<file path="src/hw/mscs_pkg.sv">
// package: constants, types and register map of the system clock select block
package mscs_pkg;

  // ------------------------------------------------------------
  // timing
  // ------------------------------------------------------------
  localparam int CLK_FREQ_KHZ        = 20000;
  localparam int SLOW_XTAL_START_US  = 1000;
  localparam int SLOW_XTAL_START_CYC =
    (SLOW_XTAL_START_US * CLK_FREQ_KHZ + 999) / 1000;
  localparam int SLOW_XTAL_LP_FACTOR = 4;
  localparam int XTAL_CNT_W          = 18;

  // ------------------------------------------------------------
  // register offsets (byte addresses)
  // ------------------------------------------------------------
  localparam logic [7:0] SYS_CLK_CTRL_OFS   = 8'h00;
  localparam logic [7:0] FAST_RC_CTRL_OFS   = 8'h04;
  localparam logic [7:0] FAST_XTAL_CTRL_OFS = 8'h08;
  localparam logic [7:0] SLOW_XTAL_CTRL_OFS = 8'h0C;
  localparam logic [7:0] PIN_SHARE_CTRL_OFS = 8'h10;
  localparam logic [7:0] CLK_STATUS_OFS     = 8'h14;

  // ------------------------------------------------------------
  // field positions
  // ------------------------------------------------------------
  localparam int SCS_SEL_LSB     = 5;
  localparam int SCS_FAST_SRC    = 3;
  localparam int SCS_SLOW_SRC    = 2;
  localparam int SCS_IDLE_FAST   = 1;
  localparam int SCS_IDLE_SLOW   = 0;
  localparam int RC_EN_BIT       = 0;
  localparam int RC_FREQ_LSB     = 1;
  localparam int XTAL_EN_BIT     = 0;
  localparam int XTAL_SPEEDUP    = 1;
  localparam int XTAL_READY      = 2;
  localparam int PIN_OSC_BIT     = 0;
  localparam int ST_READY_BIT    = 5;
  localparam int ST_SWITCH_BIT   = 6;
  localparam int ST_ON_SLOW_BIT  = 7;

  // ------------------------------------------------------------
  // reset values and codes
  // ------------------------------------------------------------
  localparam logic [2:0] SEL_FAST_DIV1 = 3'h0;
  localparam logic [2:0] SEL_SLOW      = 3'h7;
  localparam logic [1:0] FREQ_4MHZ     = 2'h0;
  localparam logic [1:0] FREQ_8MHZ     = 2'h1;
  localparam logic [1:0] FREQ_12MHZ    = 2'h2;
  localparam logic       FAST_RC_EN_RST = 1'b1;

  typedef enum logic [4:0] {
    PM_RUN   = 5'h01,
    PM_SLEEP = 5'h02,
    PM_IDLE0 = 5'h04,
    PM_IDLE1 = 5'h08,
    PM_IDLE2 = 5'h10
  } mscs_pmode_e;

  // ------------------------------------------------------------
  // carriers
  // ------------------------------------------------------------
  typedef struct packed {
    logic       fast_rc_en;
    logic [1:0] fast_rc_freq;
    logic       fast_xtal_en;
    logic       slow_xtal_en;
    logic       slow_xtal_speedup;
    logic       slow_rc_en;
    logic       xt_pins_osc;
  } mscs_osc_ctl_s;

  typedef struct packed {
    logic fast_rc;
    logic fast_xtal;
    logic slow_xtal;
    logic slow_rc;
  } mscs_osc_clk_s;

  typedef struct packed {
    logic sys_clk;
    logic fast_clk;
    logic slow_clk;
    logic periph_slow_clk;
    logic cpu_run;
  } mscs_clk_out_s;

endpackage

</file>
<file path="src/hw/mscs_top.sv">
// system clock select: oscillator control, clock muxing, low-power gating
//
// Contract
// - fast RC feeds fast clock when selected; runs only while enabled.
// - fast RC frequency is 4, 8 or 12 MHz by a two-bit field.
// - slow crystal feeds slow clock when selected; runs only while enabled.
// - slow crystal clock unusable until its start-up delay has passed.
// - sleep or idle gates the system clock off, stopping the processor.
// - pin-share bit gives slow crystal pins to oscillator or I/O; pins stay with the oscillator while the slow crystal is enabled.
// - speed-up bit: 0 low-power mode, 1 speed-up mode.
// - slow crystal mode frozen while it is the system clock.
// - both crystal modes run; low-power only lengthens start-up.
// - slow RC feeds slow clock when slow-source select picks it.
// - selected slow clock also feeds watchdog, LCD and time base.
// - system clock is fast or slow clock by three-bit select field.
// - fast and slow source select bits pick each clock's oscillator.
// - select field also offers fast clock divided by 2 to 64.
// - each oscillator but the slow RC, which has no enable bit, starts when its enable bit is set.
// - slow RC stops in sleep while the watchdog is disabled.
// - clearing a fast enable stops it; fast clocks then unavailable.
// - select codes: 000 undivided, then /2../64, 111 slow clock.
// - halt with both keep bits low sleeps; others pick idle states.
//
// The address map and the APB interface to the registers were decided locally.
`timescale 1ns/100ps

module mscs_top
  import mscs_pkg::*;
#(
  parameter int START_CYC = SLOW_XTAL_START_CYC
) (
  input  wire logic                    ref_clk,
  input  wire logic                    rst_n,
  input  wire logic                    psel,
  input  wire logic                    penable,
  input  wire logic                    pwrite,
  input  wire logic [7:0]              paddr,
  input  wire logic [31:0]             pwdata,
  output logic      [31:0]             prdata,
  output logic                         pready,
  output logic                         pslverr,
  input  wire logic                    halt_req,
  input  wire logic                    wake_req,
  input  wire logic                    wdt_enable,
  input  wire mscs_pkg::mscs_osc_clk_s osc_clk,
  output mscs_pkg::mscs_osc_ctl_s      osc_ctl,
  output mscs_pkg::mscs_clk_out_s      clk_out
);
  import mscs_pkg::*;

  // ------------------------------------------------------------
  // oscillator input synchronisers
  // ------------------------------------------------------------
  logic [3:0] osc_meta;
  logic [3:0] osc_sync;

  always_ff @(posedge ref_clk or negedge rst_n) begin
    if (!rst_n) begin
      osc_meta <= 4'h0;
      osc_sync <= 4'h0;
    end else begin
      osc_meta <= osc_clk;
      osc_sync <= osc_meta;
    end
  end

  logic s_fast_rc;
  logic s_fast_xtal;
  logic s_slow_xtal;
  logic s_slow_rc;
  assign {s_fast_rc, s_fast_xtal, s_slow_xtal, s_slow_rc} = osc_sync;

  // ------------------------------------------------------------
  // registers
  // ------------------------------------------------------------
  logic [2:0]  clk_sel;
  logic        fast_src;
  logic        slow_src;
  logic        idle_fast_keep;
  logic        idle_slow_keep;
  logic        fast_rc_en;
  logic [1:0]  fast_rc_freq;
  logic        fast_xtal_en;
  logic        slow_xtal_en;
  logic        slow_xtal_speedup;
  logic        xt_pin_osc;
  logic [2:0]  next_clk_sel;
  logic        next_fast_src;
  logic        next_slow_src;
  logic        next_idle_fast_keep;
  logic        next_idle_slow_keep;
  logic        next_fast_rc_en;
  logic [1:0]  next_fast_rc_freq;
  logic        next_fast_xtal_en;
  logic        next_slow_xtal_en;
  logic        next_slow_xtal_speedup;
  logic        next_xt_pin_osc;
  logic [31:0] next_prdata;
  logic        addr_hit;
  logic        wr_en;
  logic        mode_lock;
  logic [31:0] rd_mux;
  logic        xtal_ready;
  logic        sw_hold;
  logic [2:0]  sel_cur;
  mscs_pmode_e pmode;

  always_comb begin
    unique case (paddr)
      SYS_CLK_CTRL_OFS,
      FAST_RC_CTRL_OFS,
      FAST_XTAL_CTRL_OFS,
      SLOW_XTAL_CTRL_OFS,
      PIN_SHARE_CTRL_OFS,
      CLK_STATUS_OFS:     addr_hit = 1'b1;
      default:            addr_hit = 1'b0;
    endcase
  end

  assign pready  = 1'b1;
  assign pslverr = psel & penable & ~addr_hit;
  assign wr_en   = psel & penable & pwrite & addr_hit;
  // crystal mode cannot move while it drives the system clock
  assign mode_lock = (clk_sel == SEL_SLOW) & slow_src;

  always_comb begin
    rd_mux = 32'h0000_0000;
    unique case (paddr)
      SYS_CLK_CTRL_OFS: begin
        rd_mux[SCS_SEL_LSB +: 3] = clk_sel;
        rd_mux[SCS_FAST_SRC]     = fast_src;
        rd_mux[SCS_SLOW_SRC]     = slow_src;
        rd_mux[SCS_IDLE_FAST]    = idle_fast_keep;
        rd_mux[SCS_IDLE_SLOW]    = idle_slow_keep;
      end
      FAST_RC_CTRL_OFS: begin
        rd_mux[RC_EN_BIT]        = fast_rc_en;
        rd_mux[RC_FREQ_LSB +: 2] = fast_rc_freq;
      end
      FAST_XTAL_CTRL_OFS: rd_mux[XTAL_EN_BIT] = fast_xtal_en;
      SLOW_XTAL_CTRL_OFS: begin
        rd_mux[XTAL_EN_BIT]  = slow_xtal_en;
        rd_mux[XTAL_SPEEDUP] = slow_xtal_speedup;
        rd_mux[XTAL_READY]   = xtal_ready;
      end
      PIN_SHARE_CTRL_OFS: rd_mux[PIN_OSC_BIT] = xt_pin_osc;
      CLK_STATUS_OFS: begin
        rd_mux[4:0]            = pmode;
        rd_mux[ST_READY_BIT]   = xtal_ready;
        rd_mux[ST_SWITCH_BIT]  = sw_hold;
        rd_mux[ST_ON_SLOW_BIT] = (sel_cur == SEL_SLOW);
      end
      default: rd_mux = 32'h0000_0000;
    endcase
  end

  always_comb begin
    next_clk_sel           = clk_sel;
    next_fast_src          = fast_src;
    next_slow_src          = slow_src;
    next_idle_fast_keep    = idle_fast_keep;
    next_idle_slow_keep    = idle_slow_keep;
    next_fast_rc_en        = fast_rc_en;
    next_fast_rc_freq      = fast_rc_freq;
    next_fast_xtal_en      = fast_xtal_en;
    next_slow_xtal_en      = slow_xtal_en;
    next_slow_xtal_speedup = slow_xtal_speedup;
    next_xt_pin_osc        = xt_pin_osc;
    next_prdata            = prdata;
    // read data is latched in setup so it stands through the access phase
    if (psel & ~penable & ~pwrite) begin
      next_prdata = rd_mux;
    end
    if (wr_en) begin
      unique case (paddr)
        SYS_CLK_CTRL_OFS: begin
          next_clk_sel        = pwdata[SCS_SEL_LSB +: 3];
          next_fast_src       = pwdata[SCS_FAST_SRC];
          next_slow_src       = pwdata[SCS_SLOW_SRC];
          next_idle_fast_keep = pwdata[SCS_IDLE_FAST];
          next_idle_slow_keep = pwdata[SCS_IDLE_SLOW];
        end
        FAST_RC_CTRL_OFS: begin
          next_fast_rc_en = pwdata[RC_EN_BIT];
          // reserved code 11 leaves the frequency unchanged
          if (pwdata[RC_FREQ_LSB +: 2] != 2'h3) begin
            next_fast_rc_freq = pwdata[RC_FREQ_LSB +: 2];
          end
        end
        FAST_XTAL_CTRL_OFS: next_fast_xtal_en = pwdata[XTAL_EN_BIT];
        SLOW_XTAL_CTRL_OFS: begin
          next_slow_xtal_en = pwdata[XTAL_EN_BIT];
          if (!mode_lock) begin
            next_slow_xtal_speedup = pwdata[XTAL_SPEEDUP];
          end
        end
        PIN_SHARE_CTRL_OFS: next_xt_pin_osc = pwdata[PIN_OSC_BIT];
        default: next_prdata = prdata;
      endcase
    end
  end

  always_ff @(posedge ref_clk or negedge rst_n) begin
    if (!rst_n) begin
      clk_sel           <= SEL_FAST_DIV1;
      fast_src          <= 1'b0;
      slow_src          <= 1'b0;
      idle_fast_keep    <= 1'b0;
      idle_slow_keep    <= 1'b0;
      fast_rc_en        <= FAST_RC_EN_RST;
      fast_rc_freq      <= FREQ_4MHZ;
      fast_xtal_en      <= 1'b0;
      slow_xtal_en      <= 1'b0;
      slow_xtal_speedup <= 1'b0;
      xt_pin_osc        <= 1'b0;
      prdata            <= 32'h0000_0000;
    end else begin
      clk_sel           <= next_clk_sel;
      fast_src          <= next_fast_src;
      slow_src          <= next_slow_src;
      idle_fast_keep    <= next_idle_fast_keep;
      idle_slow_keep    <= next_idle_slow_keep;
      fast_rc_en        <= next_fast_rc_en;
      fast_rc_freq      <= next_fast_rc_freq;
      fast_xtal_en      <= next_fast_xtal_en;
      slow_xtal_en      <= next_slow_xtal_en;
      slow_xtal_speedup <= next_slow_xtal_speedup;
      xt_pin_osc        <= next_xt_pin_osc;
      prdata            <= next_prdata;
    end
  end

  // ------------------------------------------------------------
  // power mode
  // ------------------------------------------------------------
  mscs_pmode_e next_pmode;

  always_comb begin
    next_pmode = pmode;
    unique case (pmode)
      PM_RUN: begin
        if (halt_req) begin
          unique case ({idle_fast_keep, idle_slow_keep})
            2'b00: next_pmode = PM_SLEEP;
            2'b01: next_pmode = PM_IDLE0;
            2'b11: next_pmode = PM_IDLE1;
            2'b10: next_pmode = PM_IDLE2;
          endcase
        end
      end
      PM_SLEEP, PM_IDLE0, PM_IDLE1, PM_IDLE2: begin
        if (wake_req) begin
          next_pmode = PM_RUN;
        end
      end
      default: next_pmode = PM_RUN;
    endcase
  end

  always_ff @(posedge ref_clk or negedge rst_n) begin
    if (!rst_n) begin
      pmode <= PM_RUN;
    end else begin
      pmode <= next_pmode;
    end
  end

  logic fast_mode_on;
  logic slow_mode_on;
  assign fast_mode_on = (pmode == PM_RUN) | (pmode == PM_IDLE1)
                      | (pmode == PM_IDLE2);
  // without a watchdog nothing needs the slow clock in these states
  assign slow_mode_on = ~(((pmode == PM_SLEEP) | (pmode == PM_IDLE2))
                          & ~wdt_enable);

  // ------------------------------------------------------------
  // slow crystal start-up
  // ------------------------------------------------------------
  logic [XTAL_CNT_W-1:0] xtal_cnt;
  logic [XTAL_CNT_W-1:0] next_xtal_cnt;
  logic [XTAL_CNT_W-1:0] xtal_limit;
  logic                  next_xtal_ready;

  // low-power mode only stretches the wait
  assign xtal_limit = slow_xtal_speedup ? XTAL_CNT_W'(START_CYC)
                    : XTAL_CNT_W'(START_CYC * SLOW_XTAL_LP_FACTOR);

  always_comb begin
    next_xtal_cnt   = xtal_cnt;
    next_xtal_ready = xtal_ready;
    if (!slow_xtal_en) begin
      next_xtal_cnt   = '0;
      next_xtal_ready = 1'b0;
    end else if (!xtal_ready) begin
      next_xtal_cnt = xtal_cnt + XTAL_CNT_W'(1);
      if (next_xtal_cnt >= xtal_limit) begin
        next_xtal_ready = 1'b1;
      end
    end
  end

  always_ff @(posedge ref_clk or negedge rst_n) begin
    if (!rst_n) begin
      xtal_cnt   <= '0;
      xtal_ready <= 1'b0;
    end else begin
      xtal_cnt   <= next_xtal_cnt;
      xtal_ready <= next_xtal_ready;
    end
  end

  // ------------------------------------------------------------
  // clock generation
  // ------------------------------------------------------------
  logic       fast_src_cur;
  logic       slow_src_cur;
  logic       fast_lvl_q;
  logic [5:0] div_cnt;
  logic       gate_cur;
  logic       next_fast_src_cur;
  logic       next_slow_src_cur;
  logic [5:0] next_div_cnt;
  logic [2:0] next_sel_cur;
  logic       next_sw_hold;
  logic       next_gate_cur;
  logic       fast_rc_lvl;
  logic       fast_xtal_lvl;
  logic       slow_xtal_lvl;
  logic       fast_lvl;
  logic       slow_lvl;
  logic       cur_lvl;
  mscs_clk_out_s next_clk_out;

  // a stopped oscillator contributes nothing downstream
  assign fast_rc_lvl   = s_fast_rc & fast_rc_en;
  assign fast_xtal_lvl = s_fast_xtal & fast_xtal_en;
  assign slow_xtal_lvl = s_slow_xtal & slow_xtal_en & xtal_ready;
  assign fast_lvl = fast_src_cur ? fast_xtal_lvl : fast_rc_lvl;
  assign slow_lvl = slow_src_cur ? slow_xtal_lvl : s_slow_rc;

  always_comb begin
    if (sel_cur == SEL_SLOW) begin
      cur_lvl = slow_lvl;
    end else if (sel_cur == SEL_FAST_DIV1) begin
      cur_lvl = fast_lvl;
    end else begin
      cur_lvl = div_cnt[sel_cur - 3'h1];
    end
  end

  always_comb begin
    next_fast_src_cur = fast_src_cur;
    next_slow_src_cur = slow_src_cur;
    next_sel_cur      = sel_cur;
    next_sw_hold      = sw_hold;
    next_gate_cur     = gate_cur;
    next_div_cnt      = div_cnt;
    // source swaps only while both candidates sit low and the old one
    // was low a cycle earlier too, so no low phase shrinks to one cycle
    if (~fast_rc_lvl & ~fast_xtal_lvl & ~fast_lvl_q) begin
      next_fast_src_cur = fast_src;
    end
    if (~slow_xtal_lvl & ~s_slow_rc & ~clk_out.slow_clk) begin
      next_slow_src_cur = slow_src;
    end
    if (fast_lvl & ~fast_lvl_q) begin
      next_div_cnt = div_cnt + 6'h01;
    end
    // leave old source at a low phase, join new one at a low phase
    if (!sw_hold && (clk_sel != sel_cur) && !clk_out.sys_clk
        && !cur_lvl) begin
      next_sel_cur = clk_sel;
      next_sw_hold = 1'b1;
    end else if (sw_hold && !cur_lvl) begin
      next_sw_hold = 1'b0;
    end
    // a rising source here would leave a one-cycle high pulse
    if (!clk_out.sys_clk && !cur_lvl) begin
      next_gate_cur = (pmode == PM_RUN);
    end
    next_clk_out.sys_clk         = gate_cur & ~sw_hold & cur_lvl;
    next_clk_out.fast_clk        = fast_lvl & fast_mode_on;
    next_clk_out.slow_clk        = slow_lvl;
    next_clk_out.periph_slow_clk = slow_lvl & slow_mode_on;
    next_clk_out.cpu_run         = (pmode == PM_RUN);
  end

  always_ff @(posedge ref_clk or negedge rst_n) begin
    if (!rst_n) begin
      fast_src_cur <= 1'b0;
      slow_src_cur <= 1'b0;
      fast_lvl_q   <= 1'b0;
      div_cnt      <= 6'h00;
      sel_cur      <= SEL_FAST_DIV1;
      sw_hold      <= 1'b0;
      gate_cur     <= 1'b1;
      clk_out      <= '0;
    end else begin
      fast_src_cur <= next_fast_src_cur;
      slow_src_cur <= next_slow_src_cur;
      fast_lvl_q   <= fast_lvl;
      div_cnt      <= next_div_cnt;
      sel_cur      <= next_sel_cur;
      sw_hold      <= next_sw_hold;
      gate_cur     <= next_gate_cur;
      clk_out      <= next_clk_out;
    end
  end

  // ------------------------------------------------------------
  // oscillator enables and pin sharing
  // ------------------------------------------------------------
  always_comb begin
    osc_ctl.fast_rc_en        = fast_rc_en & fast_mode_on;
    osc_ctl.fast_rc_freq      = fast_rc_freq;
    osc_ctl.fast_xtal_en      = fast_xtal_en & fast_mode_on;
    osc_ctl.slow_xtal_en      = slow_xtal_en;
    osc_ctl.slow_xtal_speedup = slow_xtal_speedup;
    osc_ctl.slow_rc_en        = slow_mode_on;
    // pins stay with the crystal whenever it is in use
    osc_ctl.xt_pins_osc       = xt_pin_osc | slow_xtal_en;
  end

endmodule

</file>
<file path="config.mk">
export PLATFORM = sky130hd
export DESIGN_NAME = mscs_top
export DESIGN_NICKNAME = d
export VERILOG_FILES = /design/src/hw/mscs_pkg.sv /design/src/hw/mscs_top.sv
export SDC_FILE = /design/constraint.sdc
export NUM_CORES = 1
export LEC_CHECK = 0
export BUFFER_PORTS_ARGS = -buffer_cell sky130_fd_sc_hd__buf_2
export CAP_MARGIN = 40
export CORE_UTILIZATION = 32
export CTS_BUF_LIST = sky130_fd_sc_hd__clkbuf_4 sky130_fd_sc_hd__clkbuf_8
export DETAILED_ROUTE_END_ITERATION = 6
export GPL_TIMING_DRIVEN = 1
export MAX_ROUTING_LAYER = met4
export SLEW_MARGIN = 20
export SYNTH_ARGS = -nofsm -noshare
export SYNTH_HDL_FRONTEND = slang
export SYNTH_SLANG_ARGS = --single-unit
</file>
<file path="constraint.sdc">
create_clock -name ref_clk -period 6 [get_ports ref_clk]
set_clock_uncertainty 0.2 [all_clocks]
set_input_delay 0.6 -clock ref_clk [delete_from_list [all_inputs] [get_ports ref_clk]]
set_output_delay 0.6 -clock ref_clk [all_outputs]
set_load 0.1 [all_outputs]
</file>
# Yosys cells after proc, flatten, opt, wreduce, memory -nomap -nowiden
# Index checks and enable logic that the tools add are counted.
[totals]
regBits = 97
in_bits = 52
out_inout_bits = 47
wordCells = 145
[classes]
addsub = 3
magnitude_cmp = 2
eq_ne = 21
n_mux = 27
bitwise = 40
reduce_logical = 23
[ops]
columns = ["op", "count"]
rows = [
  ["two-way mux 32 bit", 3],
  ["two-way mux 18 bit", 2],
  ["AND 1 bit", 23],
  ["case mux 5 bit (4 select lines)", 1],
  ["adder 18 x 1 -> 18 bit, second input constant", 1],
  ["greater-or-equal comparator 18 x 17 -> 1 bit", 1],
  ["two-way mux 17 bit", 1],
  ["== test 8 x 4 -> 1 bit, second input constant", 2],
  ["== test 8 x 5 -> 1 bit, second input constant", 2],
  ["NOT 1 bit", 13],
  ["two-way mux 1 bit", 12],
  ["AND reduction 2 bit", 6],
  ["two-way mux 5 bit", 2],
  ["inequality test 2 bit, second input constant", 5],
  ["case mux 5 bit (2 select lines)", 1],
  ["== test 8 x 3 -> 1 bit, second input constant", 1],
  ["zero test 8 bit", 1],
  ["case mux 2 bit (4 select lines)", 1],
  ["adder 6 x 1 -> 6 bit, second input constant", 1],
  ["== test 3 bit, second input constant", 2],
  ["case mux 1 bit (6 select lines)", 1],
  ["case mux 3 bit (2 select lines)", 1],
  ["AND reduction 3 bit", 2],
  ["OR reduction 6 bit", 1],
  ["20 further kinds", 30],
]

# Logic depth before layout (Yosys ltp)
# Gate-level depths: netlist of run 1.
[depth]
word_depth = 9
depth_mapped = 12
mapped_depth_nobuf = 11

# Least setup slack after synthesis of run 1
# No wires, ideal clock.
[synth_path]
kind = "input to output"
from = "input port paddr[4]"
to = "output port pslverr"
arrival_time_ps = 2225
slack_ps = 2975
cell_stages = 3
cell_sequence = "clkbuf_1 -> a21oi_1 -> nor2_1"
[synth_via]
elab_chain_len = 5
[synth_lines]
columns = ["element", "line", "text"]
rows = [
  ["from (decl)", "mscs_top.sv:37", "input wire logic [7:0] paddr,"],
  ["== test 8 x 4 -> 1 bit, or another cell as far along", "mscs_top.sv:109", "unique case (paddr)"],
  ["OR reduction 6 bit *", "mscs_top.sv:109", ""],
  ["two-way mux 1 bit *", "mscs_top.sv:109", ""],
  ["NOT 1 bit *", "mscs_top.sv:121", "assign pslverr = psel & penable & ~addr_hit;"],
  ["AND 1 bit *", "mscs_top.sv:121", ""],
  ["to (decl)", "mscs_top.sv:41", "output logic pslverr,"],
]
# Mark *: on every way between the ends. The rest lies on a longest branch, timed or not.

# Worst setup path after layout of run 1
[layout_path]
from = "register xtal_cnt[2]"
to = "register xtal_ready"
[layout_via]
elab_chain_len = 5
[layout_lines]
columns = ["element", "line", "text"]
rows = [
  ["from (decl)", "mscs_top.sv:279", "logic [XTAL_CNT_W-1:0] xtal_cnt;"],
  ["from (signal assigned)", "mscs_top.sv:307", "xtal_cnt <= next_xtal_cnt;"],
  ["adder 18 x 1 -> 18 bit", "mscs_top.sv:295", "next_xtal_cnt = xtal_cnt + XTAL_CNT_W'(1);"],
  ["greater-or-equal comparator 18 x 17 -> 1 bit", "mscs_top.sv:296", "if (next_xtal_cnt >= xtal_limit) begin"],
  ["two-way mux 1 bit", "mscs_top.sv:296", ""],
  ["two-way mux 1 bit", "mscs_top.sv:294", "end else if (!xtal_ready) begin"],
  ["two-way mux 1 bit", "mscs_top.sv:291", "if (!slow_xtal_en) begin"],
  ["named net next_xtal_ready", "mscs_top.sv:282", "logic next_xtal_ready;"],
  ["to (signal assigned)", "mscs_top.sv:308", "xtal_ready <= next_xtal_ready;"],
  ["to (decl)", "mscs_top.sv:103", "logic xtal_ready;"],
]
# The timed path passes the listed nets, and every way through them passes these cells.
# A chain may end at the register's enable or synchronous reset.

==> results of run 1 <==
==> worst max-delay path, stage by stage (launching register included) <==
cell and delay (ns):
dfrtp_1 0.45, nand3_1 0.26, nor3_4 0.35, and3_1 0.22, xor2_1 0.16, ha_1 0.27, and4_1 0.20, a41oi_1 0.19
o21ai_0 0.10, and3_1 0.16, o211ai_1 0.17, a21boi_1 0.08
==> report_power, final <==
part | switching [mW] | internal, mW
clock network | 0.181 | 0.286
logic | 0.241 | 0.0522
registers | 0.0252 | 0.525
total | 0.447 | 0.863
==> cell usage after synthesis, drive strengths merged, types with 10 or more instances <==
cell | instances | area [um^2]
nand3 | 19 | 95.1
xnor2 | 24 | 210
xor2 | 13 | 114
inv | 16 | 60.1
buf | 32 | 230
nand2 | 26 | 100
nor2 | 34 | 135
and2 | 18 | 113
mux2 | 22 | 251
ha | 14 | 175
dfrtp | 70 | 1750
o21ai | 16 | 80.1
a21oi | 15 | 78.8
clkbuf | 10 | 37.5
==> state kept, by name (all words and copies together) (netlist names), 2 cells and up <==
| name | cells |
|---|---|
| osc_sync | 4 |
| clk_sel | 3 |
| pmode | 5 |
| sel_cur | 3 |
| fast_rc_freq | 2 |
| prdata | 8 |
| xtal_cnt | 18 |
| div_cnt | 6 |
| osc_meta | 4 |
| clk_out | 5 |
==> worst max-delay path by stage <==
stage | startpoint | end | slack, ns | cells after the start
floorplan | paddr[4] | pslverr | 2.98 | 3
global placement | xtal_cnt[0]$_DFFE_PN0P_ | xtal_ready$_DFF_PN0_ | 3.07 | 10
detailed placement | xtal_cnt[0]$_DFFE_PN0P_ | xtal_ready$_DFF_PN0_ | 3.06 | 10
CTS | xtal_cnt[2]$_DFFE_PN0P_ | xtal_ready$_DFF_PN0_ | 3.03 | 11
global route | xtal_cnt[2]$_DFFE_PN0P_ | xtal_ready$_DFF_PN0_ | 2.79 | 11
finish | xtal_cnt[2]$_DFFE_PN0P_ | xtal_ready$_DFF_PN0_ | 3.06 | 11
==> layer usage <==
| metal | up-vias | track usage [%] |
|---|---|---|
| met4 | 0 | 3.80 |
| met1 | 1503 | 20.1 |
| met3 | 4 | 2.44 |
| met5 | - | - |
| met2 | 87 | 21.4 |
| li1 | 1512 | - |
==> stage by stage <==
stage / area, um^2 / power, mW
after detailed placement: 4510 / 0.855
after global placement: 4490 / 0.848
after global routing: 4750 / 1.37
after floorplan: 4290 / 0.805
final: 4750 / 1.31
after CTS: 4750 / 1.32
==> cell type report <==
class                           count  area (um^2)  area share (%)
Multi-Input combinational cell    313         2130            44.8
Inverter                           16         60.1            1.26
Tap cell                          172          215            4.53
Timing Repair Buffer               51          275            5.79
Clock inverter                      5          104            2.18
Sequential cell                    73         1830            38.5
Clock buffer                       10          138            2.90
==> cells by family after synthesis <==
| group | count (synthesis) | synth area share (%) |
|---|---|---|
| simple gates | 147 | 18.8 |
| other cells | 2 | 0.179 |
| compound gates | 62 | 10.1 |
| buf+inv | 58 | 7.80 |
| xor+xnor | 37 | 7.71 |
| flops | 73 | 43.6 |
| mux | 28 | 7.71 |
| fa+ha+maj | 14 | 4.17 |
==> impl_metrics.yaml, run 1 <==
clock_tree:
  cts.path.max_buffers: 2
  cts_setup_buffers: 0
  root_buffer: "clkbuf_8"
  cts_buffers: 9
  cts_resized: 0
  clock_sinks: 73
  path_clk_slew_ns: 0.08
  cts_tree: "built"
  htreeDepth: 3
  cts_hold_buf: 0
  clkLatencyLatePin_ns: 0.33
die:
  die_x_um: 117
  initial_core_util_pct: 33.0
  row_count: 41
  die_y_um: 117
  core_area_um2: 12700
  ios: 99
  die_area_um2: 13600
final_layout:
  fin_cells: 640
  mostFrequentLayoutCell: "dfrtp_1"
  final_cell_mix: "70 x dfrtp_1, 48 x buf_2, 33 x nor2_1, 25 x nand2_1, 25 x conb_1"
  n_antenna_cell: 0
  n_fill_cell: 1294
  final_util_pct: 37.4
  nets: 530
  area_delta_synth_final_pct: 13.1
  drive_above_1_share_pct: 21.8
power:
  p_per_area_nw_per_um2: 276
  ir_drop_uv: 147
  p_leak_nw: 2.25
logic_synthesis:
  ys.flop_type: "dfrtp_1"
  synth-async-reset-ratio_pct: 100
  syn_inst: 421
  yosysSeqAreaShare_pct: 43.6
  synth_warnings: 0
  synth_area_um2: 4200
  synth-edff-count: 0
  ys_seq_elements: 73
  syn-mean-instance-area_um2: 9.98
  synthDistinctLibCells: 60
worst_setup_path:
  arrival_ns: 2.94
  cp-end-kind: "flip-flop"
  worstSetupStartpointType: "flip-flop"
  r2r_cells: 11
  cp.required_ns: 6.00
  reg2reg_slack_ns: 3.06
  r2r-end: "xtal_ready$_DFF_PN0_"
  reg2reg_from: "xtal_cnt[2]$_DFFE_PN0P_"
  critPathMaxFanout: 7
  path_class: "flip-flop to flip-flop"
grt:
  antenna_found_initial: 0
  grt_usage_pct: 14.4
  grt_pass1_vias: 2976
  grt_pass1_wl_mm: 14.7
  globalRouteOverflowTotal: 0
  grt_max_degree: 43
sta:
  hold_violations: 0
  drv_slew: 0
  tightest_slew_ns: 0.814
  hold_slack_ns: 0.0696
  fin_ws_ns: 3.06
  fin_setup_tns_ns: 0
  max_freq_mhz: 340
  relSlewSlack_pct: 45.7
  fin_crit_sh_pct: 49.0
  post-route-min-period_ns: 2.94
  setup_violations: 0
  rsz0062_at_grt: "false"
placement:
  dpl.hpwl_mm: 6.64
  io_buffers: 48
  dpl.cell_count: 625
  place_ws_ns: 3.06
  routabilityCongestion: 0.772
route:
  via_count: 3106
  drt_wl_total_mm: 8.84
  wl_met2_mm: 3.85
  first_pass_iters: 4
  met1_length_mm: 4.55
  wl_met3_um: 369
  drtIter0Drc: 100
  viasPerCell: 4.85
  ant_nets: 0
  wire_per_inst_um: 13.8
  routed.top_layer: "met4"
  drt_drc_violations_left: 0
worst_hold_path:
  holdCritPathClass: "primary input to asynchronous set/reset pin"
run_status:
  status: "finished, final reports clean"
flow_run:
  drv_cap: 0
Note: power is estimated with default switching activity, not from simulation.
==> inputs of run 2 (changes only) <==
==> constraint.sdc (replaced) <==
create_clock -name ref_clk -period 3.1 [get_ports ref_clk]
set_clock_uncertainty 0.2 [all_clocks]
set_input_delay 0.31 -clock ref_clk [delete_from_list [all_inputs] [get_ports ref_clk]]
set_output_delay 0.31 -clock ref_clk [all_outputs]
set_load 0.1 [all_outputs]
==> impl_metrics.yaml, run 2 (same netlist as run 1, synthesis figures left out) <==
route:
  first_pass_iters: 4
  drt_drc_violations_left: 0
  ant_nets: 0
  via_count: 3174
  wire_per_inst_um: 13.6
  drt_wl_total_mm: 8.97
  drtIter0Drc: 85
  viasPerCell: 4.82
power:
  p_clk_share_pct: 29.8
  power_frac_seq_pct: 45.4
  internal_power_mw: 1.49
  switchingPower_mw: 0.857
  ir_drop_uv: 250
  comb_power_share_pct: 24.8
  report.power.total_mw: 2.34
  p_per_area_nw_per_um2: 482
  p_leak_nw: 2.31
  p_sw_share_pct: 36.6
die:
  ios: 99
  die_x_um: 117
  die_area_um2: 13600
  core_area_um2: 12700
  row_count: 41
  die_y_um: 117
  initial_core_util_pct: 33.0
final_layout:
  final_cell_mix: "70 x dfrtp_1, 48 x buf_2, 33 x nor2_1, 25 x nand2_1, 25 x conb_1"
  n_antenna_cell: 0
  drive_above_1_share_pct: 23.2
  seqCellArea_um2: 1830
  top_register: "xtal_cnt"
  stdcell_area_um2: 4870
  fin_cells: 659
  n_fill_cell: 1280
  multi_input_area_um2: 2140
  mostFrequentLayoutCell: "dfrtp_1"
  largestRegisters: "xtal_cnt: 18 flops, prdata: 8 flops, div_cnt: 6 flops"
  area_delta_synth_final_pct: 15.8
  nets: 548
  largest_register_ffs: 18
worst_setup_path:
  arrival_ns: 2.84
  critPathMaxStageDelay_ns: 0.48
  reg2reg_from: "xtal_cnt[3]$_DFFE_PN0P_"
  cp.required_ns: 3.11
  critPathBufInv: 0
  reg2reg_slack_ns: 0.27
  critPathMaxFanout: 5
  r2r-end: "xtal_ready$_DFF_PN0_"
  cp-end-kind: "flip-flop"
  worstSetupStartpointType: "flip-flop"
  slowest_stage: "or3_4"
  r2r_cells: 10
  path_class: "flip-flop to flip-flop"
  critPathTopFamily: "simple AND/OR/NAND/NOR gates"
  path_depth: 10
  cp_cell_sequence: "nand3_1, or3_4, xnor2_1, ha_1, and4_1, a41oi_1, o21ai_0, and3_1, o211ai_1, a21boi_1"
sta:
  setup_violations: 0
  drv_slew: 0
  tightest_slew_ns: 0.721
  relSlewSlack_pct: 51.5
  fin_setup_tns_ns: 0
  post-route-min-period_ns: 2.83
  hold_violations: 0
  max_freq_mhz: 353
  rsz0062_at_grt: "false"
  fin_crit_sh_pct: 91.3
  fin_ws_ns: 0.268
grt:
  grt_pass1_vias: 2903
  grt_max_degree: 65
  grt_pass1_wl_mm: 14.7
  antenna_found_initial: 0
  grt_usage_pct: 14.6
  globalRouteOverflowTotal: 0
clock_tree:
  htreeDepth: 3
  clock_sinks: 73
  clkLatencyLatePin_ns: 0.34
  cts_buffers: 9
  path_clk_slew_ns: 0.07
  cts_tree: "built"
  root_buffer: "clkbuf_8"
  cts.path.max_buffers: 2
placement:
  routabilityCongestion: 0.877
  io_buffers: 48
  placed_area_um2: 4560
  dpl.cell_count: 632
  dpl.hpwl_mm: 6.60
  place_ws_ns: 0.0648
worst_hold_path:
  holdCritPathClass: "primary input to flip-flop"
  hold_path_end: "slow_xtal_speedup$_DFFE_PN0P_"
  hp-start: "pwdata[1]"
  holdPathStages: 2
flow_run:
  drv_cap: 0
run_status:
  status: "finished, final reports clean"
run 2: cell count changes in the layout (fill, tap and decap cells not counted), sizes merged:
cell         before  now
clkinv            2    1
clkbuf           10   14
dlygate4sd3       0   10
bufinv            3    0
clkinvlp          0    1
buf              51   59
run 2: worst max-delay path by stage:
stage | from | endpoint | slack, ns
finish | xtal_cnt[3]$_DFFE_PN0P_ | xtal_ready$_DFF_PN0_ | 0.27
floorplan | xtal_cnt[2]$_DFFE_PN0P_ | xtal_ready$_DFF_PN0_ | 0.46
CTS | xtal_cnt[0]$_DFFE_PN0P_ | xtal_ready$_DFF_PN0_ | 0.07
global route | xtal_cnt[0]$_DFFE_PN0P_ | xtal_ready$_DFF_PN0_ | 0.08
global placement | xtal_cnt[0]$_DFFE_PN0P_ | xtal_ready$_DFF_PN0_ | 0.09
detailed placement | xtal_cnt[0]$_DFFE_PN0P_ | xtal_ready$_DFF_PN0_ | 0.06
run 2: power by group through the flow:
stage / Sequential (mW) / Combinational, mW / Clock (mW)
after floorplan: 1.23 / 0.324 / 0
after CTS: 1.06 / 0.581 / 0.731
after global routing: 1.07 / 0.619 / 0.768
final: 1.06 / 0.580 / 0.699
after global placement: 1.08 / 0.565 / 0
after detailed placement: 1.08 / 0.571 / 0
run 2: per-layer routing:
layer  GRT usage, %  up-vias  part of all wire [%]
li1               -     1538                     -
met1           20.0     1525                    49
met2           21.5      106                    44
met3           3.27        5                   6.0
met4           4.64        0                  0.69
met5              -        -                     0
run 2: stage by stage:
stage	util, %	hold slack, ns
5_1_grt	38.2	0.0545
4_1_cts	38.1	0.0537
3_5_place_dp	35.9	-0.00787
6_report	38.2	0.0746
2_1_floorplan	-	-0.186
3_3_place_gp	35.9	-0.0121
run 2: area by class of cell:
class	count	area share (%)
multi-input cells	313	43.9
well taps	172	4.42
inverters	16	1.23
flip-flops and latches	73	37.6
repair buffers	69	8.95
clock buffers	14	3.57
clock inverters	2	0.257
run 2: worst reg2reg max path: stages, from the launching register on:
cell and delay, ns:
dfrtp_1 0.42, nand3_1 0.25, or3_4 0.48, xnor2_1 0.14
ha_1 0.28, and4_1 0.22, a41oi_1 0.19, o21ai_0 0.12
and3_1 0.16, o211ai_1 0.17, a21boi_1 0.09
run 2: repair_timing:
| item | 4_1_cts | 5_1_grt |
|---|---|---|
| hold buffers | 10 | 0 |
| endpoints found under the setup margin | 0 | 1 |
| hold endpoints to repair | 80 | 0 |
| gates resized for setup | 0 | 3 |
| setup buffers | 0 | 1 |
==> inputs of run 3 (changes only) <==
--- a/config.mk
+++ b/config.mk
@@ -12,6 +12,7 @@
 export DETAILED_ROUTE_END_ITERATION = 6
 export GPL_TIMING_DRIVEN = 1
 export MAX_ROUTING_LAYER = met4
+export PLACE_DENSITY = 0.58
 export SLEW_MARGIN = 20
 export SYNTH_ARGS = -nofsm -noshare
 export SYNTH_HDL_FRONTEND = slang
==> impl_metrics.yaml, run 3 (same netlist as run 1, synthesis figures left out) <==
worst_setup_path:
  cp.required_ns: 3.13
  cp-end-kind: "flip-flop"
  critPathMaxFanout: 7
  critPathBufInv: 0
  worstSetupStartpointType: "flip-flop"
  path_class: "flip-flop to flip-flop"
  critPathTopFamily: "simple AND/OR/NAND/NOR gates"
  critPathMaxStageDelay_ns: 0.47
  cp_cell_sequence: "nand3_1, or3_4, xnor2_1, ha_1, and4_1, a41oi_1, o21ai_0, and3_1, o211ai_1, a21boi_1"
  slowest_stage: "or3_4"
  arrival_ns: 2.91
final_layout:
  drive_above_1_share_pct: 22.7
  top_register: "xtal_cnt"
  stdcell_area_um2: 4890
  final_cell_mix: "70 x dfrtp_1, 47 x buf_2, 32 x nor2_1, 25 x nand2_1, 25 x conb_1"
  area_delta_synth_final_pct: 16.3
  largest_register_ffs: 18
  multi_input_area_um2: 2140
  largestRegisters: "xtal_cnt: 18 flops, prdata: 8 flops, div_cnt: 6 flops"
  n_fill_cell: 1277
  seqCellArea_um2: 1830
  nets: 545
  mostFrequentLayoutCell: "dfrtp_1"
  n_antenna_cell: 0
  fin_cells: 656
sta:
  post-route-min-period_ns: 2.88
  rsz0062_at_grt: "false"
  fin_setup_tns_ns: 0
  relSlewSlack_pct: 50.8
  hold_violations: 0
  tightest_slew_ns: 0.731
  setup_violations: 0
  fin_crit_sh_pct: 92.9
  max_freq_mhz: 347
  drv_slew: 0
clock_tree:
  htreeDepth: 3
  root_buffer: "clkbuf_8"
  cts.path.max_buffers: 2
  clkLatencyLatePin_ns: 0.36
  clock_sinks: 73
  cts_buffers: 9
  path_clk_slew_ns: 0.08
  cts_tree: "built"
placement:
  dpl.hpwl_mm: 6.55
  dpl.cell_count: 629
  io_buffers: 48
  placed_area_um2: 4540
  routabilityCongestion: 0.804
grt:
  antenna_found_initial: 0
  grt_max_degree: 42
  grt_pass1_wl_mm: 14.7
  globalRouteOverflowTotal: 0
  grt_usage_pct: 14.8
  grt_pass1_vias: 2940
route:
  wire_per_inst_um: 13.8
  drtIter0Drc: 97
  drt_wl_total_mm: 9.02
  ant_nets: 0
  routed.top_layer: "met4"
  wl_met3_um: 481
  drt_drc_violations_left: 0
  first_pass_iters: 4
  via_count: 3135
  wl_met2_mm: 3.95
  met1_length_mm: 4.48
  viasPerCell: 4.78
flow_run:
  drv_cap: 0
die:
  core_area_um2: 12700
  die_area_um2: 13600
  ios: 99
  initial_core_util_pct: 33.0
  die_y_um: 117
  row_count: 41
  die_x_um: 117
worst_hold_path:
  holdCritPathClass: "primary input to flip-flop"
power:
  p_per_area_nw_per_um2: 511
  p_leak_nw: 2.31
  ir_drop_uv: 265
run_status:
  status: "finished, final reports clean"
==> run 3: timing repair <==
action                                  in CTS  in global routing
resized for setup                            0                  3
endpoints found under the setup margin       0                  1
hold endpoints to repair                    41                  0
hold buffers                                10                  0
buffers inserted                             0                  1
==> run 3: final timing paths <==
| kind | from | endpoint | slack [ns] | cells past startpoint |
|---|---|---|---|---|
| max | xtal_cnt[2]$_DFFE_PN0P_ | xtal_ready$_DFF_PN0_ | 0.22 | 10 |
| max in group asynchronous | rst_n | pmode[0]$_DFFE_PN1P_ | 1.85 | 3 |
| max reg2reg | xtal_cnt[2]$_DFFE_PN0P_ | xtal_ready$_DFF_PN0_ | 0.22 | 10 |
| min in group asynchronous | rst_n | xtal_cnt[11]$_DFFE_PN0P_ | 0.23 | 2 |
| min | wdt_enable | clk_out[1]$_DFF_PN0_ | 0.04 | 3 |
| min reg2reg | osc_meta[2]$_DFF_PN0_ | osc_sync[2]$_DFF_PN0_ | 0.15 | 0 |
==> run 3: through the flow <==
stage	worst slack, ns	util [%]	total power, mW	hold slack (ns)
finish	0.219	38.4	2.50	0.0365
CTS	0.109	38.3	2.53	0.0135
global route	0.0145	38.4	2.61	0.0335
floorplan	0.457	-	1.56	-0.186
detailed placement	0.145	35.7	1.65	0.0768
global placement	0.206	35.6	1.64	0.137
==> run 3: power breakdown <==
group	switching, mW	leakage (nW)	internal [mW]	total (mW)
sequential	0.0471	0.969	1.02	1.06
combinational	0.468	1.23	0.110	0.578
clock	0.361	0.114	0.495	0.856
total	0.877	2.31	1.62	2.50
==> run 3: layer usage <==
metal | vias up | track usage, %
li1 | 1536 | -
met5 | - | -
met2 | 83 | 21.8
met4 | 0 | 4.56
met3 | 9 | 3.94
met1 | 1507 | 19.7
==> run 3: tightest hold or removal path, stage by stage <==
cell and delay (ns):
buf_2 0.08, nor4_1 0.05, a21oi_1 0.11
==> run 3: area by class of cell <==
type | count | share of cell area, %
Multi-Input combinational cell | 313 | 43.7
Sequential cell | 73 | 37.5
Inverter | 16 | 1.23
Clock buffer | 12 | 3.12
Clock inverter | 4 | 1.56
Timing Repair Buffer | 66 | 8.50
Tap cell | 172 | 4.40
